<file path="src/inc/csc_pkg.sv">
/*
  constants, types and timing for the core storage address and read/write control.
  assumes a single 125 mhz clock and the core array's drive/sense logic outside.
*/
// Functional notes
// [RULE_01] byte is two halves: four data plus parity
// [RULE_02] each half carries odd parity
// [RULE_03] read and write half cycles, 1.8 us each
// [RULE_04] read need not be followed by write
// [RULE_05] write drives ones, inhibit bits kept zero
// [RULE_06] read reverses drive, inhibit lines not energized
// [RULE_07] read clears byte, sensed ones set data latches
// [RULE_08] write back same or modified data registers
// [RULE_09] address loaded from nibble regs and extension latch
// [RULE_10] low nibble reaches address through internal bus
// [RULE_11] weights 1-8 pick one of sixteen y blocks
// [RULE_12] weights 16-64 pick one of eight y blocks
// [RULE_13] weights 128-512 pick one of eight x blocks
// [RULE_14] weights 1024-2048 pick one of four x blocks
// [RULE_15] line current direction follows fetch or store
// [RULE_16] four-block x group needs auxiliary latch off
// [RULE_17] 8k: extension bit joins x group two
// [RULE_18] console shows address and extension bit
// [RULE_19] hex address is one digit per register
// [RULE_20] sense strobe only 640 to 840 ns
// [RULE_21] start request only on fetch or store, phase one
// [RULE_22] auxiliary latch set by auxiliary microinstructions
package csc_pkg;

  localparam int unsigned CLK_PERIOD_PS   = 8000;
  localparam int unsigned HALF_CYCLE_NS   = 1800;
  localparam int unsigned X_ON_START_NS   = 0;
  localparam int unsigned X_ON_END_NS     = 1100;
  localparam int unsigned Y_ON_START_NS   = 300;
  localparam int unsigned Y_ON_END_NS     = 1100;
  localparam int unsigned INH_END_NS      = 1100;
  localparam int unsigned STROBE_START_NS = 640;
  localparam int unsigned STROBE_END_NS   = 840;

  // least times round up, longest round down
  localparam int unsigned HALF_CYCLE_CYC  = (HALF_CYCLE_NS * 1000 + CLK_PERIOD_PS - 1)
                                            / CLK_PERIOD_PS;
  localparam int unsigned Y_ON_START_CYC  = (Y_ON_START_NS * 1000 + CLK_PERIOD_PS - 1)
                                            / CLK_PERIOD_PS;
  localparam int unsigned DRIVE_END_CYC   = (X_ON_END_NS * 1000) / CLK_PERIOD_PS;
  localparam int unsigned INH_END_CYC     = (INH_END_NS * 1000) / CLK_PERIOD_PS;
  localparam int unsigned STROBE_BEG_CYC  = (STROBE_START_NS * 1000 + CLK_PERIOD_PS - 1)
                                            / CLK_PERIOD_PS;
  localparam int unsigned STROBE_END_CYC  = (STROBE_END_NS * 1000) / CLK_PERIOD_PS;
  localparam int unsigned X_ON_START_CYC  = (X_ON_START_NS * 1000 + CLK_PERIOD_PS - 1)
                                            / CLK_PERIOD_PS;

  localparam int unsigned TIMER_W         = 8;
  localparam int unsigned ADDR_W          = 13;

  // address field positions inside the storage address register
  localparam int unsigned Y_WR_LSB  = 0;
  localparam int unsigned Y_RD_LSB  = 4;
  localparam int unsigned X_G1_LSB  = 7;
  localparam int unsigned X_G2_LSB  = 10;
  localparam int unsigned EXT_POS   = 12;

  localparam logic [12:0] ADDR_RST = 13'h0000;
  localparam logic [3:0]  NIB_RST  = 4'h0;
  localparam logic [4:0]  HALF_RST = 5'h01;

  // one half byte: parity above four weighted data bits
  typedef struct packed {
    logic       par;
    logic [3:0] data;
  } csc_half_t;

  typedef struct packed {
    csc_half_t hi;
    csc_half_t lo;
  } csc_byte_t;

  typedef struct packed {
    logic [15:0] y_wr_drv;
    logic [7:0]  y_rd_drv;
    logic [7:0]  x_g1;
    logic [7:0]  x_g2;
    logic        x_en;
    logic        y_en;
    logic        dir_store;
  } csc_drive_t;

  typedef enum logic [1:0] {
    CSC_OP_NONE,
    CSC_OP_FETCH,
    CSC_OP_STORE
  } csc_op_t;

endpackage

</file>
<file path="src/logic/csc_core_ctl.sv">
/*
  main core storage address and read/write half-cycle control.
  assumes the microprogram control raises start pulses on clock phase one,
  and that sense amplifier outputs arrive asynchronously from the array.
*/
`timescale 1ns/10ps
module csc_core_ctl #(
  parameter bit EIGHT_K = 1'b1
) (
  input  wire logic               clk_sys,
  input  wire logic               nrst,
  input  wire logic               start_fetch,
  input  wire logic               start_store,
  input  wire logic               aux_access,
  input  wire logic               aux_clear,
  input  wire logic               addr_load,
  input  wire logic [3:0]         address_top_nibble_in,
  input  wire logic [3:0]         address_mid_nibble_in,
  input  wire logic [3:0]         internal_bus,
  input  wire logic               address_extension_in,
  input  wire logic               data_load,
  input  wire csc_pkg::csc_byte_t data_in,
  input  wire logic [9:0]         sense_in,
  output csc_pkg::csc_byte_t      data_out,
  output csc_pkg::csc_drive_t     drive,
  output logic [9:0]              inhibit,
  output logic                    sense_strobe,
  output logic                    busy,
  output logic                    parity_error,
  output logic [12:0]             storage_address_register,
  output logic [15:0]             console_hex_address,
  output logic [4:0]              console_extra_display_reg
);
  import csc_pkg::*;

  typedef enum logic [1:0] {CSC_IDLE, CSC_READ, CSC_WRITE} csc_state_t;

  csc_state_t           state_reg, state_next;
  logic [TIMER_W-1:0]   timer_reg, timer_next;
  logic [3:0]           address_top_nibble_reg;
  logic [3:0]           address_mid_nibble_reg;
  logic [3:0]           address_low_nibble_reg;
  logic                 address_extension_latches;
  logic                 aux_latch_reg;
  logic [12:0]          addr_reg;
  csc_half_t            high_half_data_reg;
  csc_half_t            low_half_data_reg;
  logic [9:0]           sense_meta_reg;
  logic [9:0]           sense_sync_reg;
  csc_drive_t           drive_reg;
  logic [9:0]           inhibit_reg;
  logic                 strobe_reg;
  logic                 perr_reg;
  logic [15:0]          hex_reg;
  logic [4:0]           extra_reg;
  logic                 busy_reg;

  // addressing
  wire        ext_bit    = EIGHT_K & address_extension_latches;
  wire [12:0] addr_next  = {ext_bit, address_top_nibble_reg,
                            address_mid_nibble_reg, address_low_nibble_reg}; // RULE_09 RULE_10

  wire        in_read    = (state_reg == CSC_READ);
  wire        in_write   = (state_reg == CSC_WRITE);
  wire        active     = in_read | in_write;
  wire        last_tick  = active && (timer_reg == TIMER_W'(HALF_CYCLE_CYC - 1));
  wire        x_window   = active && (timer_reg >= TIMER_W'(X_ON_START_CYC))
                                  && (timer_reg <  TIMER_W'(DRIVE_END_CYC));
  wire        y_window   = active && (timer_reg >= TIMER_W'(Y_ON_START_CYC))
                                  && (timer_reg <  TIMER_W'(DRIVE_END_CYC));
  wire        inh_window = in_write && (timer_reg < TIMER_W'(INH_END_CYC));
  wire        strb_window = in_read && (timer_reg >= TIMER_W'(STROBE_BEG_CYC))
                                    && (timer_reg <  TIMER_W'(STROBE_END_CYC)); // RULE_20
  // port strobe is set one tick early so the register lands on the window
  wire        strb_early  = in_read && (timer_reg >= TIMER_W'(STROBE_BEG_CYC - 1))
                                    && (timer_reg <  TIMER_W'(STROBE_END_CYC - 1)); // RULE_20

  wire        x_four_en  = x_window & ~aux_latch_reg; // RULE_16

  wire [15:0] y_wr_hot;
  wire [7:0]  y_rd_hot;
  wire [7:0]  x_g1_hot;
  wire [7:0]  x_g2_hot;
  wire [2:0]  x_g2_sel   = {addr_reg[EXT_POS], addr_reg[X_G2_LSB +: 2]}; // RULE_17

  csc_decode #(.IN_W(4)) u_y_wr (
    .en  (y_window),
    .sel (addr_reg[Y_WR_LSB +: 4]),
    .hot (y_wr_hot)
  ); // RULE_11
  csc_decode #(.IN_W(3)) u_y_rd (
    .en  (y_window),
    .sel (addr_reg[Y_RD_LSB +: 3]),
    .hot (y_rd_hot)
  ); // RULE_12
  csc_decode #(.IN_W(3)) u_x_g1 (
    .en  (x_window),
    .sel (addr_reg[X_G1_LSB +: 3]),
    .hot (x_g1_hot)
  ); // RULE_13
  csc_decode #(.IN_W(3)) u_x_g2 (
    .en  (x_four_en),
    .sel (x_g2_sel),
    .hot (x_g2_hot)
  ); // RULE_14 RULE_17

  csc_drive_t drive_next;
  always_comb begin
    drive_next.y_wr_drv  = y_wr_hot;
    drive_next.y_rd_drv  = y_rd_hot;
    drive_next.x_g1      = x_g1_hot;
    drive_next.x_g2      = x_g2_hot;
    drive_next.x_en      = x_window;
    drive_next.y_en      = y_window;
    drive_next.dir_store = in_write; // RULE_15 RULE_06
  end

  // inhibit energized for bits that must stay zero; never during read
  wire csc_byte_t wr_byte   = {high_half_data_reg, low_half_data_reg};
  wire [9:0]      inh_next  = inh_window ? ~wr_byte : 10'h000; // RULE_05 RULE_06 RULE_08

  // parity check on the half-byte registers
  wire hi_perr;
  wire lo_perr;
  csc_parity u_hi_par (
    .data    (high_half_data_reg.data),
    .par_in  (high_half_data_reg.par),
    .par_gen (),
    .par_err (hi_perr)
  ); // RULE_01 RULE_02
  csc_parity u_lo_par (
    .data    (low_half_data_reg.data),
    .par_in  (low_half_data_reg.par),
    .par_gen (),
    .par_err (lo_perr)
  ); // RULE_02

  // loaded data gets fresh parity; the incoming parity field is ignored
  wire hi_load_par;
  wire lo_load_par;
  csc_parity u_hi_gen (
    .data    (data_in.hi.data),
    .par_in  (data_in.hi.par),
    .par_gen (hi_load_par),
    .par_err ()
  ); // RULE_02
  csc_parity u_lo_gen (
    .data    (data_in.lo.data),
    .par_in  (data_in.lo.par),
    .par_gen (lo_load_par),
    .par_err ()
  ); // RULE_02

  // half-cycle sequencer
  wire go_fetch = start_fetch & ~start_store; // RULE_21
  wire go_store = start_store & ~start_fetch;

  always_comb begin
    state_next = state_reg;
    timer_next = active ? timer_reg + TIMER_W'(1) : '0;
    unique case (state_reg)
      CSC_IDLE: begin
        if (go_fetch) begin
          state_next = CSC_READ;
        end else if (go_store) begin
          state_next = CSC_WRITE; // RULE_04
        end
      end
      CSC_READ, CSC_WRITE: begin
        if (last_tick) begin
          state_next = CSC_IDLE; // RULE_03 RULE_04
          timer_next = '0;
        end
      end
    endcase
  end

  wire start_any = (state_reg == CSC_IDLE) & (go_fetch | go_store);
  wire busy_next = (state_next != CSC_IDLE);

  always_ff @(posedge clk_sys or negedge nrst) begin
    if (!nrst) begin
      state_reg <= CSC_IDLE;
      timer_reg <= '0;
      busy_reg  <= 1'b0;
    end else begin
      state_reg <= state_next;
      timer_reg <= timer_next;
      busy_reg  <= busy_next;
    end
  end

  // address nibble registers; loading is refused during a half cycle
  always_ff @(posedge clk_sys or negedge nrst) begin
    if (!nrst) begin
      address_top_nibble_reg    <= NIB_RST;
      address_mid_nibble_reg    <= NIB_RST;
      address_low_nibble_reg    <= NIB_RST;
      address_extension_latches <= 1'b0;
    end else if (addr_load && !active) begin
      address_top_nibble_reg    <= address_top_nibble_in;
      address_mid_nibble_reg    <= address_mid_nibble_in;
      address_low_nibble_reg    <= internal_bus; // RULE_10
      address_extension_latches <= address_extension_in;
    end
  end

  // aux latch: set wins over clear
  always_ff @(posedge clk_sys or negedge nrst) begin
    if (!nrst) begin
      aux_latch_reg <= 1'b0;
    end else if (aux_access) begin
      aux_latch_reg <= 1'b1; // RULE_22
    end else if (aux_clear) begin
      aux_latch_reg <= 1'b0;
    end
  end

  // storage address register captured at the start of each half cycle
  always_ff @(posedge clk_sys or negedge nrst) begin
    if (!nrst) begin
      addr_reg <= ADDR_RST;
    end else if (start_any) begin
      addr_reg <= addr_next; // RULE_09
    end
  end

  // sense inputs come from the array: two-stage synchroniser
  always_ff @(posedge clk_sys or negedge nrst) begin
    if (!nrst) begin
      sense_meta_reg <= 10'h000;
      sense_sync_reg <= 10'h000;
    end else begin
      sense_meta_reg <= sense_in;
      sense_sync_reg <= sense_meta_reg;
    end
  end

  // data registers: cleared at read start, sensed ones set latches in window
  wire csc_byte_t sense_byte = sense_sync_reg;
  always_ff @(posedge clk_sys or negedge nrst) begin
    if (!nrst) begin
      high_half_data_reg <= HALF_RST;
      low_half_data_reg  <= HALF_RST;
    end else if (start_any && go_fetch) begin
      high_half_data_reg <= '0; // RULE_07
      low_half_data_reg  <= '0;
    end else if (strb_window) begin
      high_half_data_reg <= high_half_data_reg | sense_byte.hi; // RULE_07 RULE_20
      low_half_data_reg  <= low_half_data_reg  | sense_byte.lo;
    end else if (data_load && !active) begin
      high_half_data_reg <= '{par: hi_load_par, data: data_in.hi.data}; // RULE_02 RULE_08
      low_half_data_reg  <= '{par: lo_load_par, data: data_in.lo.data};
    end
  end

  wire perr_set = in_read & last_tick & (hi_perr | lo_perr);

  // registered outputs
  always_ff @(posedge clk_sys or negedge nrst) begin
    if (!nrst) begin
      drive_reg    <= '0;
      inhibit_reg  <= 10'h000;
    end else begin
      drive_reg    <= drive_next;
      inhibit_reg  <= inh_next;
    end
  end

  always_ff @(posedge clk_sys or negedge nrst) begin
    if (!nrst) begin
      strobe_reg   <= 1'b0;
    end else begin
      strobe_reg   <= strb_early; // RULE_20
    end
  end

  // error flag cleared by the next start; set and clear never meet in one cycle
  always_ff @(posedge clk_sys or negedge nrst) begin
    if (!nrst) begin
      perr_reg     <= 1'b0;
    end else if (start_any) begin
      perr_reg     <= 1'b0;
    end else if (perr_set) begin
      perr_reg     <= 1'b1; // RULE_02
    end
  end

  // console display of the loaded address
  always_ff @(posedge clk_sys or negedge nrst) begin
    if (!nrst) begin
      hex_reg      <= 16'h0000;
      extra_reg    <= 5'h00;
    end else begin
      hex_reg      <= {3'h0, address_extension_latches, address_top_nibble_reg,
                       address_mid_nibble_reg, address_low_nibble_reg}; // RULE_18 RULE_19
      extra_reg    <= {4'h0, address_extension_latches}; // RULE_18
    end
  end

  assign data_out                  = {high_half_data_reg, low_half_data_reg};
  assign drive                     = drive_reg;
  assign inhibit                   = inhibit_reg;
  assign sense_strobe              = strobe_reg;
  assign busy                      = busy_reg;
  assign parity_error              = perr_reg;
  assign storage_address_register  = addr_reg;
  assign console_hex_address       = hex_reg;
  assign console_extra_display_reg = extra_reg;
endmodule

</file>
<file path="src/logic/csc_parity.sv">
/*
  odd parity generator and checker for one half byte.
  assumes data from same-clock logic; purely combinational.
*/
`timescale 1ns/10ps
module csc_parity (
  input  wire logic [3:0] data,
  input  wire logic       par_in,
  output logic            par_gen,
  output logic            par_err
);
  import csc_pkg::*;

  assign par_gen = ~(^data);            // RULE_02
  assign par_err = ~(^{par_in, data});  // RULE_02
endmodule

</file>
<file path="src/logic/csc_decode.sv">
/*
  one-hot decoder for a driver/switch group select.
  assumes a stable address field and a gating enable.
*/
`timescale 1ns/10ps
module csc_decode #(
  parameter int unsigned IN_W = 3
) (
  input  wire logic                 en,
  input  wire logic [IN_W-1:0]      sel,
  output logic      [(1<<IN_W)-1:0] hot
);
  import csc_pkg::*;

  localparam int unsigned OUT_W = 1 << IN_W;

  assign hot = en ? (OUT_W'(1) << sel) : '0;
endmodule

</file>
<file path="config.mk">
export PLATFORM = sky130hd
export DESIGN_NAME = csc_core_ctl
export DESIGN_NICKNAME = d
export VERILOG_FILES = /design/src/inc/csc_pkg.sv /design/src/logic/csc_core_ctl.sv /design/src/logic/csc_parity.sv /design/src/logic/csc_decode.sv
export SDC_FILE = /design/constraint.sdc
export NUM_CORES = 1
export LEC_CHECK = 0
export ABC_AREA = 1
export ABC_CLOCK_PERIOD_IN_PS = 3000
export BUFFER_PORTS_ARGS = -buffer_cell sky130_fd_sc_hd__buf_4
export CAP_MARGIN = 20
export CORE_MARGIN = 4
export CORE_UTILIZATION = 40
export CTS_CLUSTER_SIZE = 12
export DETAILED_ROUTE_END_ITERATION = 6
export GPL_ROUTABILITY_DRIVEN = 0
export SETUP_SLACK_MARGIN = 0.4
export SLEW_MARGIN = 20
export SYNTH_ARGS = -nofsm -noshare
export SYNTH_HDL_FRONTEND = slang
export SYNTH_HIERARCHICAL = 1
export SYNTH_SLANG_ARGS = --single-unit
</file>
<file path="constraint.sdc">
create_clock -name clk_sys -period 3 [get_ports clk_sys]
set_input_delay 0.6 -clock clk_sys [delete_from_list [all_inputs] [get_ports clk_sys]]
set_output_delay 0.6 -clock clk_sys [all_outputs]
set_load 0.1 [all_outputs]
</file>
## Word level (Yosys, flattened, before mapping)

Index checks and enable logic that the tools add are counted.

| operators by class | value |
|---|---|
| add/subtract/negate cells | 1 |
| magnitude comparators | 7 |
| eq/ne operators | 3 |
| shifts and indexed selects | 4 |
| mux-type cells | 22 |
| bitwise gates (word level) | 19 |
| reductions and logical operators | 24 |

Operators with widths:

| cell | count |
|---|---|
| $mux 8 | 6 |
| $mux 5 | 6 |
| $shl 1x3->8 const A | 3 |
| $ge 8x7->1 const B | 2 |
| $lt 8x7->1 const B | 2 |
| $mux 16 | 1 |
| $shl 1x4->16 const A | 1 |
| $logic_and 1x1->1 | 13 |
| $mux 10 | 1 |
| $not 10->10 | 1 |
| $or 5x5->5 | 2 |
| $reduce_xor 5->1 | 2 |
| $add 8x1->8 const B | 1 |
| $eq 8x8->1 const B | 1 |
| $ge 8x1->1 const B | 1 |
| $ge 8x6->1 const B | 1 |
| $lt 8x8->1 const B | 1 |
| $reduce_xor 4->1 | 2 |
| $not 1->1 | 7 |
| $and 1x1->1 | 6 |
| $mux 2 | 3 |
| $reduce_bool 2->1 | 3 |
| $mux 1 | 4 |
| $pmux 2 s2 | 1 |
| other kinds (7) | 9 |

| storage, ports and cells | value |
|---|---|
| bits in registers | 137 |
| logic and storage cells | 107 |

## Longest topological paths before layout

Gate-level depths: netlist of the first run.

| depth | value |
|---|---|
| word-level depth | 7 |
| depth in mapped cells | 12 |
| gate-level depth less buffers | 11 |

## Cells and area by module

The synthesis of the first run kept the hierarchy.

Modules (own cells, without submodules):

| module | times used | cells an instance | area an instance (um^2) |
|---|---|---|---|
| csc_core_ctl | 1 | 399 | 4728.3 |
| csc_parity | 4 | 24 | 102.6 |
| csc_decode (u_x_g1 ...) | 3 | 17 | 63.8 |
| csc_decode (u_y_wr) | 1 | 31 | 126.4 |

## Worst setup path after synthesis of the first run

Ideal clock, no wire load.

| timing | value |
|---|---|
| path kind | reg2out |
| from | reg console_extra_display_reg[0] (netlist name) |
| to | out console_hex_address[12] |
| arrival time | 1.324 ns |
| data required time | 2.400 ns |
| setup slack | 1.076 ns |
| stages on the path, launching flop included | 2 |
| path buffers | 1 |
| path through | dfrtp_1 buf_4 |

RTL lines:

| what | RTL line | source |
|---|---|---|
| to (decl) | csc_core_ctl.sv:31 | `output logic [15:0] console_hex_address,` |

## Final worst setup path of the first run

| timing | value |
|---|---|
| from | reg timer_reg[0] |
| to | reg drive_reg (netlist bit drive[29]) |

| between the ends | value |
|---|---|
| longest elaborated chain between the ends | 4 |
| elaborated cells on any way between the ends | 5 |
| those cells by class | order compare (2); mux (1); reduce/logical (2) |

RTL lines:

| what | RTL line | source |
|---|---|---|
| from (decl) | csc_core_ctl.sv:39 | `logic [TIMER_W-1:0] timer_reg, timer_next;` |
| from (signal assigned) | csc_core_ctl.sv:188 | `timer_reg <= timer_next;` |
| $ge 8x6->1 | csc_core_ctl.sv:69 | `wire y_window = active && (timer_reg >= TIMER_W'(Y_ON_START_CYC))` |
| $logic_and 1x1->1 | csc_core_ctl.sv:69 |  |
| $logic_and 1x1->1 (*) | csc_core_ctl.sv:70 | `&& (timer_reg < TIMER_W'(DRIVE_END_CYC));` |
| named net y_window | csc_core_ctl.sv:69 |  |
| $mux 16 (*) | csc_decode.sv:17 | `assign hot = en ? (OUT_W'(1) << sel) : '0;` |
| named net y_wr_hot[2] | csc_core_ctl.sv:80 | `wire [15:0] y_wr_hot;` |
| to (signal assigned) | csc_core_ctl.sv:265 | `drive_reg <= drive_next;` |
| to (decl) | csc_core_ctl.sv:50 | `csc_drive_t drive_reg;` |

Mark *: on every way through the listed nets, which the timed path passes. The rest lies on a longest branch.
A chain may end at the register's enable or synchronous reset.

==> reports/results.ini, run 1 <==
[layout]
fillers = 1225
antenna_cells = 0
seqCellArea_mm2 = 0.00341
drive_gt1_share_pct = 30.1
largest_register_ffs = 43
layout.nets = 759
multi_input_area_mm2 = 0.00167
fin_area_mm2 = 0.00718
synthToLayoutAreaGrowth_pct = 32.9

[place]
dp_hpwl_mm = 8.89
portBuffers = 131
dpl_cell_area_mm2 = 0.00656

[global_route]
grt_pass1_vias = 4161
grt_pass1_wl_mm = 20.8
antenna_found_initial = 0
grt_max_degree = 75
grt_usage_pct = 16.8
grt-ovfl-total = 0

[die]
die_h_um = 124
die_w_um = 124
fp.coreArea_mm2 = 0.0132
rows = 42
dieArea_mm2 = 0.0154
start_util_pct = 40.8
io_pins = 141

[timing]
fmax_mhz = 449
finalMaxSlewViolations = 0
fin_skew_ns = 0.00827
grt_setup_unrepaired = no
post-route-period-util_pct = 74.2
final_hold_viol_count = 0
worstMarginPinSlew_ns = 0.782
setup_viol = 0
slew_headroom_pct = 47.7
setup_tns_ns = 0
min_period_ns = 2.23

[worst_setup_path]
worstSetupPathType = flip-flop to flip-flop
crit_fanout = 8
startpoint_type = flip-flop
crit_buf_inv = 1
end_kind = flip-flop
slowest_delay_ns = 0.41
path_cells = inv_1 -> ha_1 -> a21oi_2 -> o31ai_1 -> nand2_1 -> nor2_1 -> nand2_1 -> nor2_1
crit_family = simple AND/OR/NAND/NOR gates
slowest_stage = dfrtp_1
critPathRequiredTime_ns = 3.34
arrival_ns = 2.56

[route]
vias = 4129
wl_met2_mm = 5.83
drtAntennaViolNets = 0
wl_mm = 12.5
drt_iter0_markers = 279
drc = 0
vias_per_cell = 4.60
wl_met1_mm = 5.21
top_layer = met4
drtPass1Iterations = 5
wl_per_cell_um = 13.9
met3WireLength_mm = 1.24

[outcome]
status = finished, final reports clean

[logic_synthesis]
syn_area_mm2 = 0.00540
syn_area_per_cell_um2 = 9.56
netlist_instances = 565
synth_warnings = 6

[clock_network]
cts_setup_buffers = 0
cts_buffers = 17
clk_path_buf_depth = 2
root_buffer = clkbuf_16
cts.repair.resized = 0
insertion_delay_ns = 0.41
cts_hold_buffers = 0
cts_tree = yes
path_clk_slew_ns = 0.05
htreeDepth = 4
numClockSinks = 136

[run]
drv_cap = 0

[hold_path]
hold_class = primary input to asynchronous set/reset pin

==> path summary, 6_finish.rpt <==
kind / depth (start not counted) / endpoint / from / slack, ns
max: 8 / drive[29] / timer_reg[0] / 0.77
min: 1 / sense_byte[3] / nrst / 0.21
max reg2reg: 8 / drive[29] / timer_reg[0] / 0.77
min reg2reg: 0 / sense_byte[4] / sense_meta_reg[4] / 0.35
max in group asynchronous: 2 / drive[38] / nrst / 2.05
min in group clk_sys: 1 / sense_meta_reg[8] / sense_in[8] / 0.29
==> through the flow <==
step	hold slack (ns)	std cells	setup WS [ns]	utilization [%]
2_1_floorplan	0.304	571	1.08	-
3_3_place_gp	0.334	866	0.846	49.5
3_5_place_dp	0.337	866	0.742	49.5
4_1_cts	0.220	898	0.723	54.2
5_1_grt	0.251	898	0.572	54.2
6_report	0.206	898	0.774	54.2
==> final cells by class <==
type                            count  area share (%)
Sequential cell                   136            47.4
Multi-Input combinational cell    355            23.2
Timing Repair Buffer              136            14.3
Clock buffer                       21            6.69
Inverter                           63            3.29
Tap cell                          176            3.07
Clock inverter                     11            1.99
==> cells in the final DEF (no fill, tap or decap), types with 2 or more instances in the layout <==
| cell type | n |
|---|---|
| a21oi_1 | 15 |
| a21oi_2 | 2 |
| buf_4 | 135 |
| bufinv_16 | 3 |
| clkbuf_16 | 17 |
| clkbuf_8 | 4 |
| clkinv_2 | 4 |
| clkinvlp_4 | 2 |
| conb_1 | 7 |
| dfrtp_1 | 134 |
| dfstp_2 | 2 |
| ha_1 | 9 |
| inv_1 | 53 |
| inv_2 | 10 |
| mux2_2 | 3 |
| nand2_1 | 157 |
| nand2_2 | 18 |
| nand3_1 | 15 |
| nand3b_1 | 2 |
| nand4_1 | 11 |
| nor2_1 | 76 |
| nor2_2 | 2 |
| nor3_1 | 6 |
| o21ai_0 | 14 |
| or2_2 | 10 |
==> per-layer routing <==
layer / vias to the layer above / global-route usage (%)
met3: 19 / 7.82
met4: 0 / 5.80
met2: 145 / 25.9
met1: 1947 / 20.8
met5: - / 0
li1: 2018 / -
Power of run 1 is left out: the tool's default activity adds up to more than one toggle a clock period on the data nets, which glitch-free logic cannot reach.
==> run 2: changes to the inputs <==
- ABC_CLOCK_PERIOD_IN_PS: 3000 -> 2000
- PLACE_DENSITY: not set -> 0.66
- clock period: 3 -> 2 ns (I/O delays scaled with it)
==> run 2 against run 1 <==
- global-route usage grew 0.20 points
- worst setup slack lost 0.46 ns
- utilization grew 5.6 points
- via count grew 6.2%
- critical endpoint is now drive[38]
- highest routed layer unchanged
==> reports/results.ini, run 2 (synthesis gave the netlist of run 1 again) <==
[outcome]
status = finished, final reports clean

[clock_network]
clk_path_buf_depth = 2
cts_buffers = 17
root_buffer = clkbuf_16
path_clk_slew_ns = 0.06
htreeDepth = 4
insertion_delay_ns = 0.42
numClockSinks = 136
cts_tree = yes

[global_route]
grt_pass1_vias = 4213
grt-ovfl-total = 0
grt_pass1_wl_mm = 21.0
antenna_found_initial = 0
grt_max_degree = 47
grt_usage_pct = 17.0

[timing]
holdWs_ns = 0.0939
post-route-period-util_pct = 84.1
setup_tns_ns = 0
setup_viol = 0
fmax_mhz = 594
grt_setup_unrepaired = yes
final_hold_viol_count = 0
min_period_ns = 1.68
finalMaxSlewViolations = 0
fin_skew_ns = 0.0124
setup_slack_ns = 0.317

[die]
die_w_um = 124
start_util_pct = 40.8
io_pins = 141
dieArea_mm2 = 0.0154
die_h_um = 124
rows = 42
fp.coreArea_mm2 = 0.0132

[place]
portBuffers = 131
dp_hpwl_mm = 8.96
place_ws_ns = 0.131

[layout]
synthToLayoutAreaGrowth_pct = 46.7
layout.nets = 792
antenna_cells = 0
layout_commonest_cell = nand2_1
drive_gt1_share_pct = 40.9
final_cell_mix = 138 x nand2_1, 133 x buf_4, 124 x dfrtp_1, 59 x nor2_1, 46 x inv_1
seqCellArea_mm2 = 0.00343
fillers = 1110
largest_register_ffs = 43
multi_input_area_mm2 = 0.00195

[worst_setup_path]
r2r-end = drive[38]
worstRegToRegCells = 9
critPathRequiredTime_ns = 2.35
end_kind = flip-flop
worstSetupPathType = flip-flop to flip-flop
crit_fanout = 8
r2r-start = timer_reg[0]
r2r_slack_ns = 0.32
arrival_ns = 2.03
startpoint_type = flip-flop

[route]
drtPass1Iterations = 5
vias_per_cell = 4.71
wl_per_cell_um = 14.6
drc = 0
vias = 4385
drtAntennaViolNets = 0
drt_iter0_markers = 276
wl_mm = 13.6

[hold_path]
holdCritStartpoint = sense_in[5]
hold_depth = 1
hold_class = primary input to flip-flop
hold-path-endpoint = sense_meta_reg[5]

[run]
drv_cap = 0

## run 2: through the flow
stage,instance area (um^2),utilization (%),std cells
finish,7920,59.8,931
global route,7920,59.8,931
CTS,7530,56.9,915
detailed placement,6640,50.1,869
global placement,6640,50.1,869
floorplan,5460,-,571
## run 2: final cells by class
type                    instances  area share [%]
well taps                     176            2.78
flip-flops and latches        136            43.2
clock inverters                10            2.10
multi-input cells             357            24.7
inverters                      63            3.10
repair buffers                165            18.0
clock buffers                  22            5.99
repair inverters                2           0.190
## run 2: timing repair
action | 4_1_cts | 5_1_grt
gates cloned | 1 | 4
pin swaps | 33 | 36
hold buffers | 1 | 0
endpoints found under the hold margin | 41 | 0
endpoints found under the setup margin | 73 | 83
buffers inserted | 12 | 12
gates resized for setup | 39 | 67
## run 2: worst max path at each step
stage,slack [ns],start,endpoint,cells after the start
after CTS,0.34,data_out[5],data_out[5],1
after detailed placement,0.13,timer_reg[0],drive[41],8
after global routing,0.25,timer_reg[1],drive[32],10
after floorplan,0.42,timer_reg[0],drive[42],8
final,0.32,timer_reg[0],drive[38],9
after global placement,0.21,timer_reg[0],drive[35],8
## run 2: worst max-delay path, stage by stage (launching register included)
cell	delay (ns)
dfrtp_1	0.40
inv_2	0.12
ha_4	0.15
a21oi_4	0.06
o31ai_4	0.23
nand2_2	0.15
nor2_4	0.15
buf_12	0.14
nand2_4	0.09
nor2_1	0.11
## run 2: metal layers
metal	global-route usage (%)	share of wire, %	routed length [um]	vias up
met5	0	0	0	-
met4	7.09	1.9	263	0
met3	7.22	8.3	1130	23
met2	26.4	48	6580	162
met1	20.8	42	5660	2110
li1	-	-	-	2090
Power of run 2 is left out for the same reason.
